## src/verilog/timer_ctrl_map.vh

```
// register map, field positions and reset values of the shared timer control block
// What this block does
// counter advances only while its run bit is 1
// unsynced channel preset/clear stays private to itself
// synced channels share every preset and clear
// mode bit 6 puts channel 2 in phase counting
// mode bit 5: 0 overflow or underflow, 1 overflow
// mode bits 4..0 select pwm per channel
// pair code 10 complementary, 11 reset-synchronized pwm
// low four pair bits enable general/buffer pairing
// stopped counter holds value and resumes from it
`ifndef TIMER_CTRL_MAP_VH
`define TIMER_CTRL_MAP_VH

// ==========================================================
// register indexes (byte address = index * 4)
`define IDX_RUN_CTRL 30'h5FF_FF00
`define IDX_SYNC_SEL 30'h5FF_FF01
`define IDX_MODE_SEL 30'h5FF_FF02
`define IDX_PAIR_CTRL 30'h5FF_FF03
`define IDX_IRQ_STATUS 30'h5FF_FF40
`define IDX_IRQ_MASK 30'h5FF_FF41
`define IDX_COUNT_BASE 30'h5FF_FF48
`define IDX_COUNT_LAST 30'h5FF_FF4C

// ==========================================================
// decoded register selects
`define SEL_NONE 4'h0
`define SEL_RUN 4'h1
`define SEL_SYNC 4'h2
`define SEL_MODE 4'h3
`define SEL_PAIR 4'h4
`define SEL_STAT 4'h5
`define SEL_MASK 4'h6
`define SEL_CNT 4'h8

// ==========================================================
// fields
`define NUM_CH 5
`define CH_MSB 4
`define CNT_W 16
`define CNT_MAX 16'hFFFF
`define CNT_ZERO 16'h0000
`define MODE_PHASE_BIT 6
`define MODE_OVERFLOW_FLAG_DIRECTION_BIT 5
`define PAIR_MODE_HI 5
`define PAIR_MODE_LO 4
`define PAIR_BUF_MSB 3
`define PAIR_COMPLEMENTARY 2'b10
`define PAIR_RESET_SYNC 2'b11
`define PHASE_CH 2

// ==========================================================
// reset values and fixed read-back bits
`define RUN_RESET 5'h00
`define SYNC_RESET 5'h00
`define MODE_RESET 7'h00
`define PAIR_RESET 6'h00
`define RUN_FILL 8'hE0
`define SYNC_FILL 8'h60
`define MODE_FILL 8'h00
`define PAIR_FILL 8'h40
`define RESP_OKAY 2'b00
`define RESP_SLVERR 2'b10

`endif

```

## src/verilog/channel_counter.v

```verilog
// one 16-bit channel counter with run gating and load
`timescale 1ns/1ps
`default_nettype none
`include "timer_ctrl_map.vh"

module channel_counter (
    input wire clk_sys_i,
    input wire resetn_i,
    input wire run_i,
    input wire step_i,
    input wire down_i,
    input wire load_i,
    input wire [`CNT_W-1:0] load_val_i,
    output reg [`CNT_W-1:0] count_o,
    output wire wrap_up_o,
    output wire wrap_down_o
);

    wire advance;

    // ==========================================================
    // counting
    assign advance = run_i & step_i & ~load_i;
    assign wrap_up_o = advance & ~down_i & (count_o == `CNT_MAX);
    assign wrap_down_o = advance & down_i & (count_o == `CNT_ZERO);

    always @(posedge clk_sys_i or negedge resetn_i) begin
        if (!resetn_i) begin
            count_o <= `CNT_ZERO;
        end else if (load_i) begin
            count_o <= load_val_i;
        end else if (advance) begin
            // no else branch: a stopped counter simply keeps its value
            count_o <= down_i ? count_o - 1'b1 : count_o + 1'b1;
        end
    end

endmodule // channel_counter

`default_nettype wire

```

## src/verilog/timer_shared_ctrl.v

```verilog
// shared control registers and channel counters of a five-channel timer, axi4-lite slave
//
// The AXI4-Lite register port was chosen for this implementation.
`timescale 1ns/1ps
`default_nettype none
`include "timer_ctrl_map.vh"

module timer_shared_ctrl (
    input wire clk_sys_i,
    input wire resetn_i,
    // axi4-lite slave
    input wire [31:0] s_axi_awaddr,
    input wire s_axi_awvalid,
    output wire s_axi_awready,
    input wire [31:0] s_axi_wdata,
    input wire [3:0] s_axi_wstrb,
    input wire s_axi_wvalid,
    output wire s_axi_wready,
    output reg [1:0] s_axi_bresp,
    output reg s_axi_bvalid,
    input wire s_axi_bready,
    input wire [31:0] s_axi_araddr,
    input wire s_axi_arvalid,
    output wire s_axi_arready,
    output reg [31:0] s_axi_rdata,
    output reg [1:0] s_axi_rresp,
    output reg s_axi_rvalid,
    input wire s_axi_rready,
    // timer side
    input wire [`CH_MSB:0] count_tick_i,
    input wire [`CH_MSB:0] clear_req_i,
    input wire phase_a_i,
    input wire phase_b_i,
    output wire [`NUM_CH*`CNT_W-1:0] channel_counter_o,
    output wire [`CH_MSB:0] pulse_width_mode_bits_o,
    output wire phase_count_select_o,
    output wire complementary_pwm_o,
    output wire reset_sync_pwm_o,
    output wire [`PAIR_BUF_MSB:0] buffer_enable_o,
    output wire irq_o
);

    // ==========================================================
    // address decode, shared by read and write paths
    function [3:0] reg_sel;
        input [31:0] addr;
        begin
            reg_sel = `SEL_NONE;
            case (addr[31:2])
                `IDX_RUN_CTRL: reg_sel = `SEL_RUN;
                `IDX_SYNC_SEL: reg_sel = `SEL_SYNC;
                `IDX_MODE_SEL: reg_sel = `SEL_MODE;
                `IDX_PAIR_CTRL: reg_sel = `SEL_PAIR;
                `IDX_IRQ_STATUS: reg_sel = `SEL_STAT;
                `IDX_IRQ_MASK: reg_sel = `SEL_MASK;
                default: begin
                    if (addr[31:2] >= `IDX_COUNT_BASE && addr[31:2] <= `IDX_COUNT_LAST) begin
                        reg_sel = `SEL_CNT;
                    end
                end
            endcase
        end
    endfunction

    // ==========================================================
    // registers
    reg [`CH_MSB:0] run_q;
    reg [`CH_MSB:0] sync_q;
    reg [6:0] mode_q;
    reg [5:0] pair_q;
    reg [`CH_MSB:0] status_q;
    reg [`CH_MSB:0] mask_q;

    // write channel state
    reg aw_held_q;
    reg [31:0] aw_addr_q;
    reg w_held_q;
    reg [31:0] w_data_q;
    reg [3:0] w_strb_q;

    wire aw_take;
    wire w_take;
    wire have_aw;
    wire have_w;
    wire wr_fire;
    wire [31:0] wr_addr;
    wire [31:0] wr_data;
    wire [3:0] wr_strb;
    wire [3:0] wr_sel;
    wire [2:0] wr_ch;

    // the slave takes address and data in either order and answers once both are in
    assign s_axi_awready = ~aw_held_q & ~s_axi_bvalid;
    assign s_axi_wready = ~w_held_q & ~s_axi_bvalid;
    assign aw_take = s_axi_awvalid & s_axi_awready;
    assign w_take = s_axi_wvalid & s_axi_wready;
    assign have_aw = aw_held_q | aw_take;
    assign have_w = w_held_q | w_take;
    assign wr_fire = have_aw & have_w;
    assign wr_addr = aw_held_q ? aw_addr_q : s_axi_awaddr;
    assign wr_data = w_held_q ? w_data_q : s_axi_wdata;
    assign wr_strb = w_held_q ? w_strb_q : s_axi_wstrb;
    assign wr_sel = reg_sel(wr_addr);
    assign wr_ch = wr_addr[4:2];

    always @(posedge clk_sys_i or negedge resetn_i) begin
        if (!resetn_i) begin
            aw_held_q <= 1'b0;
            aw_addr_q <= 32'h0000_0000;
            w_held_q <= 1'b0;
            w_data_q <= 32'h0000_0000;
            w_strb_q <= 4'h0;
            s_axi_bvalid <= 1'b0;
            s_axi_bresp <= `RESP_OKAY;
        end else begin
            if (wr_fire) begin
                aw_held_q <= 1'b0;
                w_held_q <= 1'b0;
                s_axi_bvalid <= 1'b1;
                s_axi_bresp <= (wr_sel == `SEL_NONE) ? `RESP_SLVERR : `RESP_OKAY;
            end else begin
                if (aw_take) begin
                    aw_held_q <= 1'b1;
                    aw_addr_q <= s_axi_awaddr;
                end
                if (w_take) begin
                    w_held_q <= 1'b1;
                    w_data_q <= s_axi_wdata;
                    w_strb_q <= s_axi_wstrb;
                end
                if (s_axi_bvalid && s_axi_bready) begin
                    s_axi_bvalid <= 1'b0;
                end
            end
        end
    end

    // ==========================================================
    // control register writes; only the low byte lane carries them
    always @(posedge clk_sys_i or negedge resetn_i) begin
        if (!resetn_i) begin
            run_q <= `RUN_RESET;
            sync_q <= `SYNC_RESET;
            mode_q <= `MODE_RESET;
            pair_q <= `PAIR_RESET;
            mask_q <= `SYNC_RESET;
        end else if (wr_fire && wr_strb[0]) begin
            case (wr_sel)
                `SEL_RUN: run_q <= wr_data[`CH_MSB:0];
                `SEL_SYNC: sync_q <= wr_data[`CH_MSB:0];
                `SEL_MODE: mode_q <= wr_data[6:0];
                `SEL_PAIR: pair_q <= wr_data[5:0];
                `SEL_MASK: mask_q <= wr_data[`CH_MSB:0];
                default: begin
                end
            endcase
        end
    end

    // ==========================================================
    // preset and clear distribution
    wire [`CH_MSB:0] preset_req;
    wire [`CH_MSB:0] preset_eff;
    wire [`CH_MSB:0] clear_eff;
    wire [`CNT_W-1:0] preset_val;
    wire sync_preset;
    wire sync_clear;

    assign preset_val = {wr_strb[1] ? wr_data[15:8] : 8'h00, wr_strb[0] ? wr_data[7:0] : 8'h00};
    assign sync_preset = |(preset_req & sync_q);
    assign sync_clear = |(clear_req_i & sync_q);

    // ==========================================================
    // channel 2 phase decoding
    reg phase_a_q;
    reg phase_b_q;
    wire phase_step;
    wire phase_down;
    wire phase_mode;

    always @(posedge clk_sys_i or negedge resetn_i) begin
        if (!resetn_i) begin
            phase_a_q <= 1'b0;
            phase_b_q <= 1'b0;
        end else begin
            phase_a_q <= phase_a_i;
            phase_b_q <= phase_b_i;
        end
    end

    assign phase_mode = mode_q[`MODE_PHASE_BIT];
    assign phase_step = (phase_a_q ^ phase_a_i) | (phase_b_q ^ phase_b_i);
    // quadrature: b leading a counts up, a leading b counts down
    assign phase_down = ~(phase_a_q ^ phase_b_i);

    // ==========================================================
    // channel counters
    wire [`CH_MSB:0] wrap_up;
    wire [`CH_MSB:0] wrap_down;
    wire [`CH_MSB:0] event_set;

    genvar ch;
    generate
        for (ch = 0; ch < `NUM_CH; ch = ch + 1) begin : g_ch
            wire use_phase;
            assign use_phase = (ch == `PHASE_CH) && phase_mode;
            // own request always counts; group request only when synced
            assign preset_req[ch] = wr_fire & (wr_sel == `SEL_CNT) & (wr_ch == ch) &
                (|wr_strb[1:0]);
            assign preset_eff[ch] = preset_req[ch] | (sync_q[ch] & sync_preset);
            assign clear_eff[ch] = clear_req_i[ch] | (sync_q[ch] & sync_clear);

            channel_counter u_cnt (
                .clk_sys_i(clk_sys_i),
                .resetn_i(resetn_i),
                .run_i(run_q[ch]),
                .step_i(use_phase ? phase_step : count_tick_i[ch]),
                .down_i(use_phase & phase_down),
                .load_i(preset_eff[ch] | clear_eff[ch]),
                .load_val_i(clear_eff[ch] ? `CNT_ZERO : preset_val),
                .count_o(channel_counter_o[ch*`CNT_W +: `CNT_W]),
                .wrap_up_o(wrap_up[ch]),
                .wrap_down_o(wrap_down[ch])
            );

            // only channel 2 counts down; its flag direction picks underflow in or out
            if (ch == `PHASE_CH) begin : g_dir
                assign event_set[ch] = wrap_up[ch] |
                    (wrap_down[ch] & ~mode_q[`MODE_OVERFLOW_FLAG_DIRECTION_BIT]);
            end else begin : g_up
                assign event_set[ch] = wrap_up[ch];
            end
        end
    endgenerate

    // ==========================================================
    // read path
    wire ar_take;
    wire [3:0] rd_sel;
    wire [2:0] rd_ch;
    reg [31:0] rd_word;

    assign s_axi_arready = ~s_axi_rvalid;
    assign ar_take = s_axi_arvalid & s_axi_arready;
    assign rd_sel = reg_sel(s_axi_araddr);
    assign rd_ch = s_axi_araddr[4:2];

    always @* begin
        rd_word = 32'h0000_0000;
        case (rd_sel)
            `SEL_RUN: rd_word = {24'h00_0000, `RUN_FILL | {3'b000, run_q}};
            `SEL_SYNC: rd_word = {24'h00_0000, `SYNC_FILL | {3'b000, sync_q}};
            `SEL_MODE: rd_word = {24'h00_0000, `MODE_FILL | {1'b0, mode_q}};
            `SEL_PAIR: rd_word = {24'h00_0000, `PAIR_FILL | {2'b00, pair_q}};
            `SEL_STAT: rd_word = {27'h000_0000, status_q};
            `SEL_MASK: rd_word = {27'h000_0000, mask_q};
            `SEL_CNT: rd_word = {16'h0000, channel_counter_o[rd_ch*`CNT_W +: `CNT_W]};
            default: rd_word = 32'h0000_0000;
        endcase
    end

    always @(posedge clk_sys_i or negedge resetn_i) begin
        if (!resetn_i) begin
            s_axi_rvalid <= 1'b0;
            s_axi_rdata <= 32'h0000_0000;
            s_axi_rresp <= `RESP_OKAY;
        end else if (ar_take) begin
            s_axi_rvalid <= 1'b1;
            s_axi_rdata <= rd_word;
            s_axi_rresp <= (rd_sel == `SEL_NONE) ? `RESP_SLVERR : `RESP_OKAY;
        end else if (s_axi_rvalid && s_axi_rready) begin
            s_axi_rvalid <= 1'b0;
        end
    end

    // ==========================================================
    // interrupt status: read clears, a wrap in the same cycle survives
    wire stat_read;
    assign stat_read = ar_take & (rd_sel == `SEL_STAT);

    always @(posedge clk_sys_i or negedge resetn_i) begin
        if (!resetn_i) begin
            status_q <= `SYNC_RESET;
        end else begin
            status_q <= (stat_read ? `SYNC_RESET : status_q) | event_set;
        end
    end

    assign irq_o = |(status_q & mask_q);

    // ==========================================================
    // mode outputs
    assign pulse_width_mode_bits_o = mode_q[`CH_MSB:0];
    assign phase_count_select_o = phase_mode;
    // codes 00 and 01 both leave channels 3 and 4 independent
    assign complementary_pwm_o =
        (pair_q[`PAIR_MODE_HI:`PAIR_MODE_LO] == `PAIR_COMPLEMENTARY);
    assign reset_sync_pwm_o = (pair_q[`PAIR_MODE_HI:`PAIR_MODE_LO] == `PAIR_RESET_SYNC);
    assign buffer_enable_o = pair_q[`PAIR_BUF_MSB:0];

endmodule // timer_shared_ctrl

`default_nettype wire
```

## config.mk

```make
export PLATFORM = sky130hd
export DESIGN_NAME = timer_shared_ctrl
export DESIGN_NICKNAME = d
export VERILOG_FILES = /design/src/verilog/channel_counter.v /design/src/verilog/timer_shared_ctrl.v
export VERILOG_INCLUDE_DIRS = /design/src /design/src/verilog
export SDC_FILE = /design/constraint.sdc
export NUM_CORES = 1
export LEC_CHECK = 0
export BUFFER_PORTS_ARGS = -buffer_cell sky130_fd_sc_hd__buf_2
export CAP_MARGIN = 5
export CORE_ASPECT_RATIO = 1.25
export CORE_MARGIN = 2
export CORE_UTILIZATION = 50
export CTS_BUF_LIST = sky130_fd_sc_hd__clkbuf_8
export CTS_CLUSTER_DIAMETER = 200
export DETAILED_ROUTE_END_ITERATION = 7
export PLACE_DENSITY = 0.79
export SYNTH_ARGS = -nofsm -noshare
export SYNTH_HDL_FRONTEND = slang
export SYNTH_HIERARCHICAL = 1
export SYNTH_SLANG_ARGS = --single-unit
export TNS_END_PERCENT = 1
```

## constraint.sdc

```tcl
create_clock -name clk_sys_i -period 4.7 [get_ports clk_sys_i]
set_clock_uncertainty 0.1 [all_clocks]
set_input_delay 0.94 -clock clk_sys_i [delete_from_list [all_inputs] [get_ports clk_sys_i]]
set_output_delay 0.94 -clock clk_sys_i [all_outputs]
set_load 0.02 [all_outputs]
```

==> impl_metrics.env <==
export IMPL_final_common_cell="buf_2"
export IMPL_drt_initial_drc_count=1409
export IMPL_antenna_found_initial=2
export IMPL_mostFrequentLayoutCells="buf_2 (211), dfrtp_1 (185), nor2_1 (156), nand2_1 (141), a21oi_1 (118)"
export IMPL_worst_slew_pin_slew_ns=1.04
export IMPL_drv_slew=0
export IMPL_grt_pass1_vias=13100
export IMPL_finalNetCount=2009
export IMPL_die_h_um=193
export IMPL_cts_tree="done"
export IMPL_startpoint_type="register"
export IMPL_worstReg2RegStart="aw_held_q$_DFFE_PN0P_"
export IMPL_worstSetupStartpoint="aw_held_q$_DFFE_PN0P_"
export IMPL_drive_gt1_frac=0.233
export IMPL_rows=69
export IMPL_synth_warnings=6
export IMPL_cts_htree_levels=4
export IMPL_rsz0062_at_grt="no"
export IMPL_min_period_ns=3.97
export IMPL_cp_required_ns=5.03
export IMPL_outcome="complete, no violations"
export IMPL_p_leak_uw=0.00760
export IMPL_drv_cap=0
export IMPL_gp_congestion=0.936
export IMPL_fp_dieArea_mm2=0.0298
export IMPL_clockRootBuffer="clkbuf_8"
export IMPL_power_density_mw_per_mm2=404
export IMPL_io_pins=253
export IMPL_design_area_mm2=0.0162
export IMPL_min_from="s_axi_rdata[9]$_DFFE_PN0P_"
export IMPL_peakVddDrop_mv=0.190
export IMPL_grt_pass1_wl_um=71000
export IMPL_setup_viol=0
export IMPL_start_util=0.504
export IMPL_hp_class="register to register"
export IMPL_wire_per_inst_um=20.9
export IMPL_multi_input_comb_area_mm2=0.00935
export IMPL_hold_viol=0
export IMPL_holdWs_ns=0.381
export IMPL_grt_usage=0.307
export IMPL_viasPerCell=6.21
export IMPL_crit_type="register to register"
export IMPL_clk_pin_slew_ns=0.11
export IMPL_p_total_uw=6530
export IMPL_hpwlAfterDp_um=34600
export IMPL_clkSinkCount=185
export IMPL_slew_headroom=0.305
export IMPL_clockBufferDepth=2
export IMPL_arrival_ns=4.30
export IMPL_fmax_ghz=0.252
export IMPL_numCtsBuffers=17
export IMPL_postCtsSetupRepairBufs=0
export IMPL_clk_latency_ns=0.49
export IMPL_netlist_area_mm2=0.0142
export IMPL_grt_max_degree=126
export IMPL_die_x_um=155
export IMPL_fin_crit_sh=0.845
export IMPL_cts_resized=0
export IMPL_cts_hold_buffers=0
export IMPL_final_setup_worst_slack_ns=0.730
export IMPL_drtAntennaViolNets=0
export IMPL_overflow=0
export IMPL_drt_wl_total_um=45600
export IMPL_core_area_mm2=0.0282
export IMPL_place_area_mm2=0.0157
export IMPL_syn_avg_cell_area_um2=9.03
export IMPL_drtPass1Iterations=8
export IMPL_layout_area_seq_mm2=0.00463
export IMPL_syn_inst=1576
export IMPL_setup_tns_ns=0
export IMPL_end_kind="register"
export IMPL_drc=0
export IMPL_numPortBuffers=212
export IMPL_vias=13600
export IMPL_n_fill_cell=2536
export IMPL_post_place_ws_ns=0.670
export IMPL_area_growth_pct=13.7
export IMPL_crit_fanout=18
## worst max-delay path, cell delays in order, from the launching register on
cell      delay (ns)
dfrtp_1         0.72
buf_4           0.27
mux2i_1         0.25
mux2_2          0.36
a222oi_1        0.48
o22ai_1         0.21
a21oi_1         0.23
o21bai_2        0.25
nor2_1          0.23
nand4_1         0.15
nor4_1          0.51
a21o_1          0.14
## final timing paths
kind                                          endpoint  slack (ns)  cells after the start
setup / recovery                 status_q[1]$_DFF_PN0_        0.73                     11
hold / removal              s_axi_rdata[9]$_DFFE_PN0P_        0.38                      2
setup reg to reg                 status_q[1]$_DFF_PN0_        0.73                     11
hold reg to reg             s_axi_rdata[9]$_DFFE_PN0P_        0.38                      2
max in group asynchronous  s_axi_rdata[13]$_DFFE_PN0P_        2.99                      2
min in group asynchronous          phase_b_q$_DFF_PN0_        0.47                      1
## report_power, final
part	internal, uW	switching, uW	leakage [uW]	total, uW
logic	1160	1690	0.00496	2850
clock network	562	631	0.000212	1190
registers	1960	529	0.00242	2490
## per-layer routing
metal | track usage | share of wire | vias up
met5 | 0 | 0 | -
met1 | 0.358 | 0.38 | 6531
li1 | - | - | 6239
met2 | 0.532 | 0.48 | 622
met3 | 0.0521 | 0.071 | 174
met4 | 0.177 | 0.061 | 0
## sequential cells by signal (all words and copies together) (netlist names), 2 cells and up
| name | count |
|---|---|
| aw_addr_q | 30 |
| g_ch.u_cnt/count_o | 80 |
| mask_q | 5 |
| mode_q | 7 |
| pair_q | 6 |
| run_q | 5 |
| s_axi_rdata | 16 |
| status_q | 5 |
| sync_q | 5 |
| w_data_q | 16 |
| w_strb_q | 2 |
## through the flow
step,std cells,util
floorplan,1670,-
global placement,2151,0.558
detailed placement,2151,0.558
CTS,2181,0.572
global route,2182,0.573
finish,2186,0.573
## area by class of cell
type,count,share of cell area
clock inverters,11,0.00998
flip-flops and latches,185,0.286
multi-input cells,1359,0.578
well taps,355,0.0275
clock buffers,19,0.0162
inverters,19,0.00441
diodes,5,0.000774
repair buffers,233,0.0767
Power figures use the tool's default switching activity.
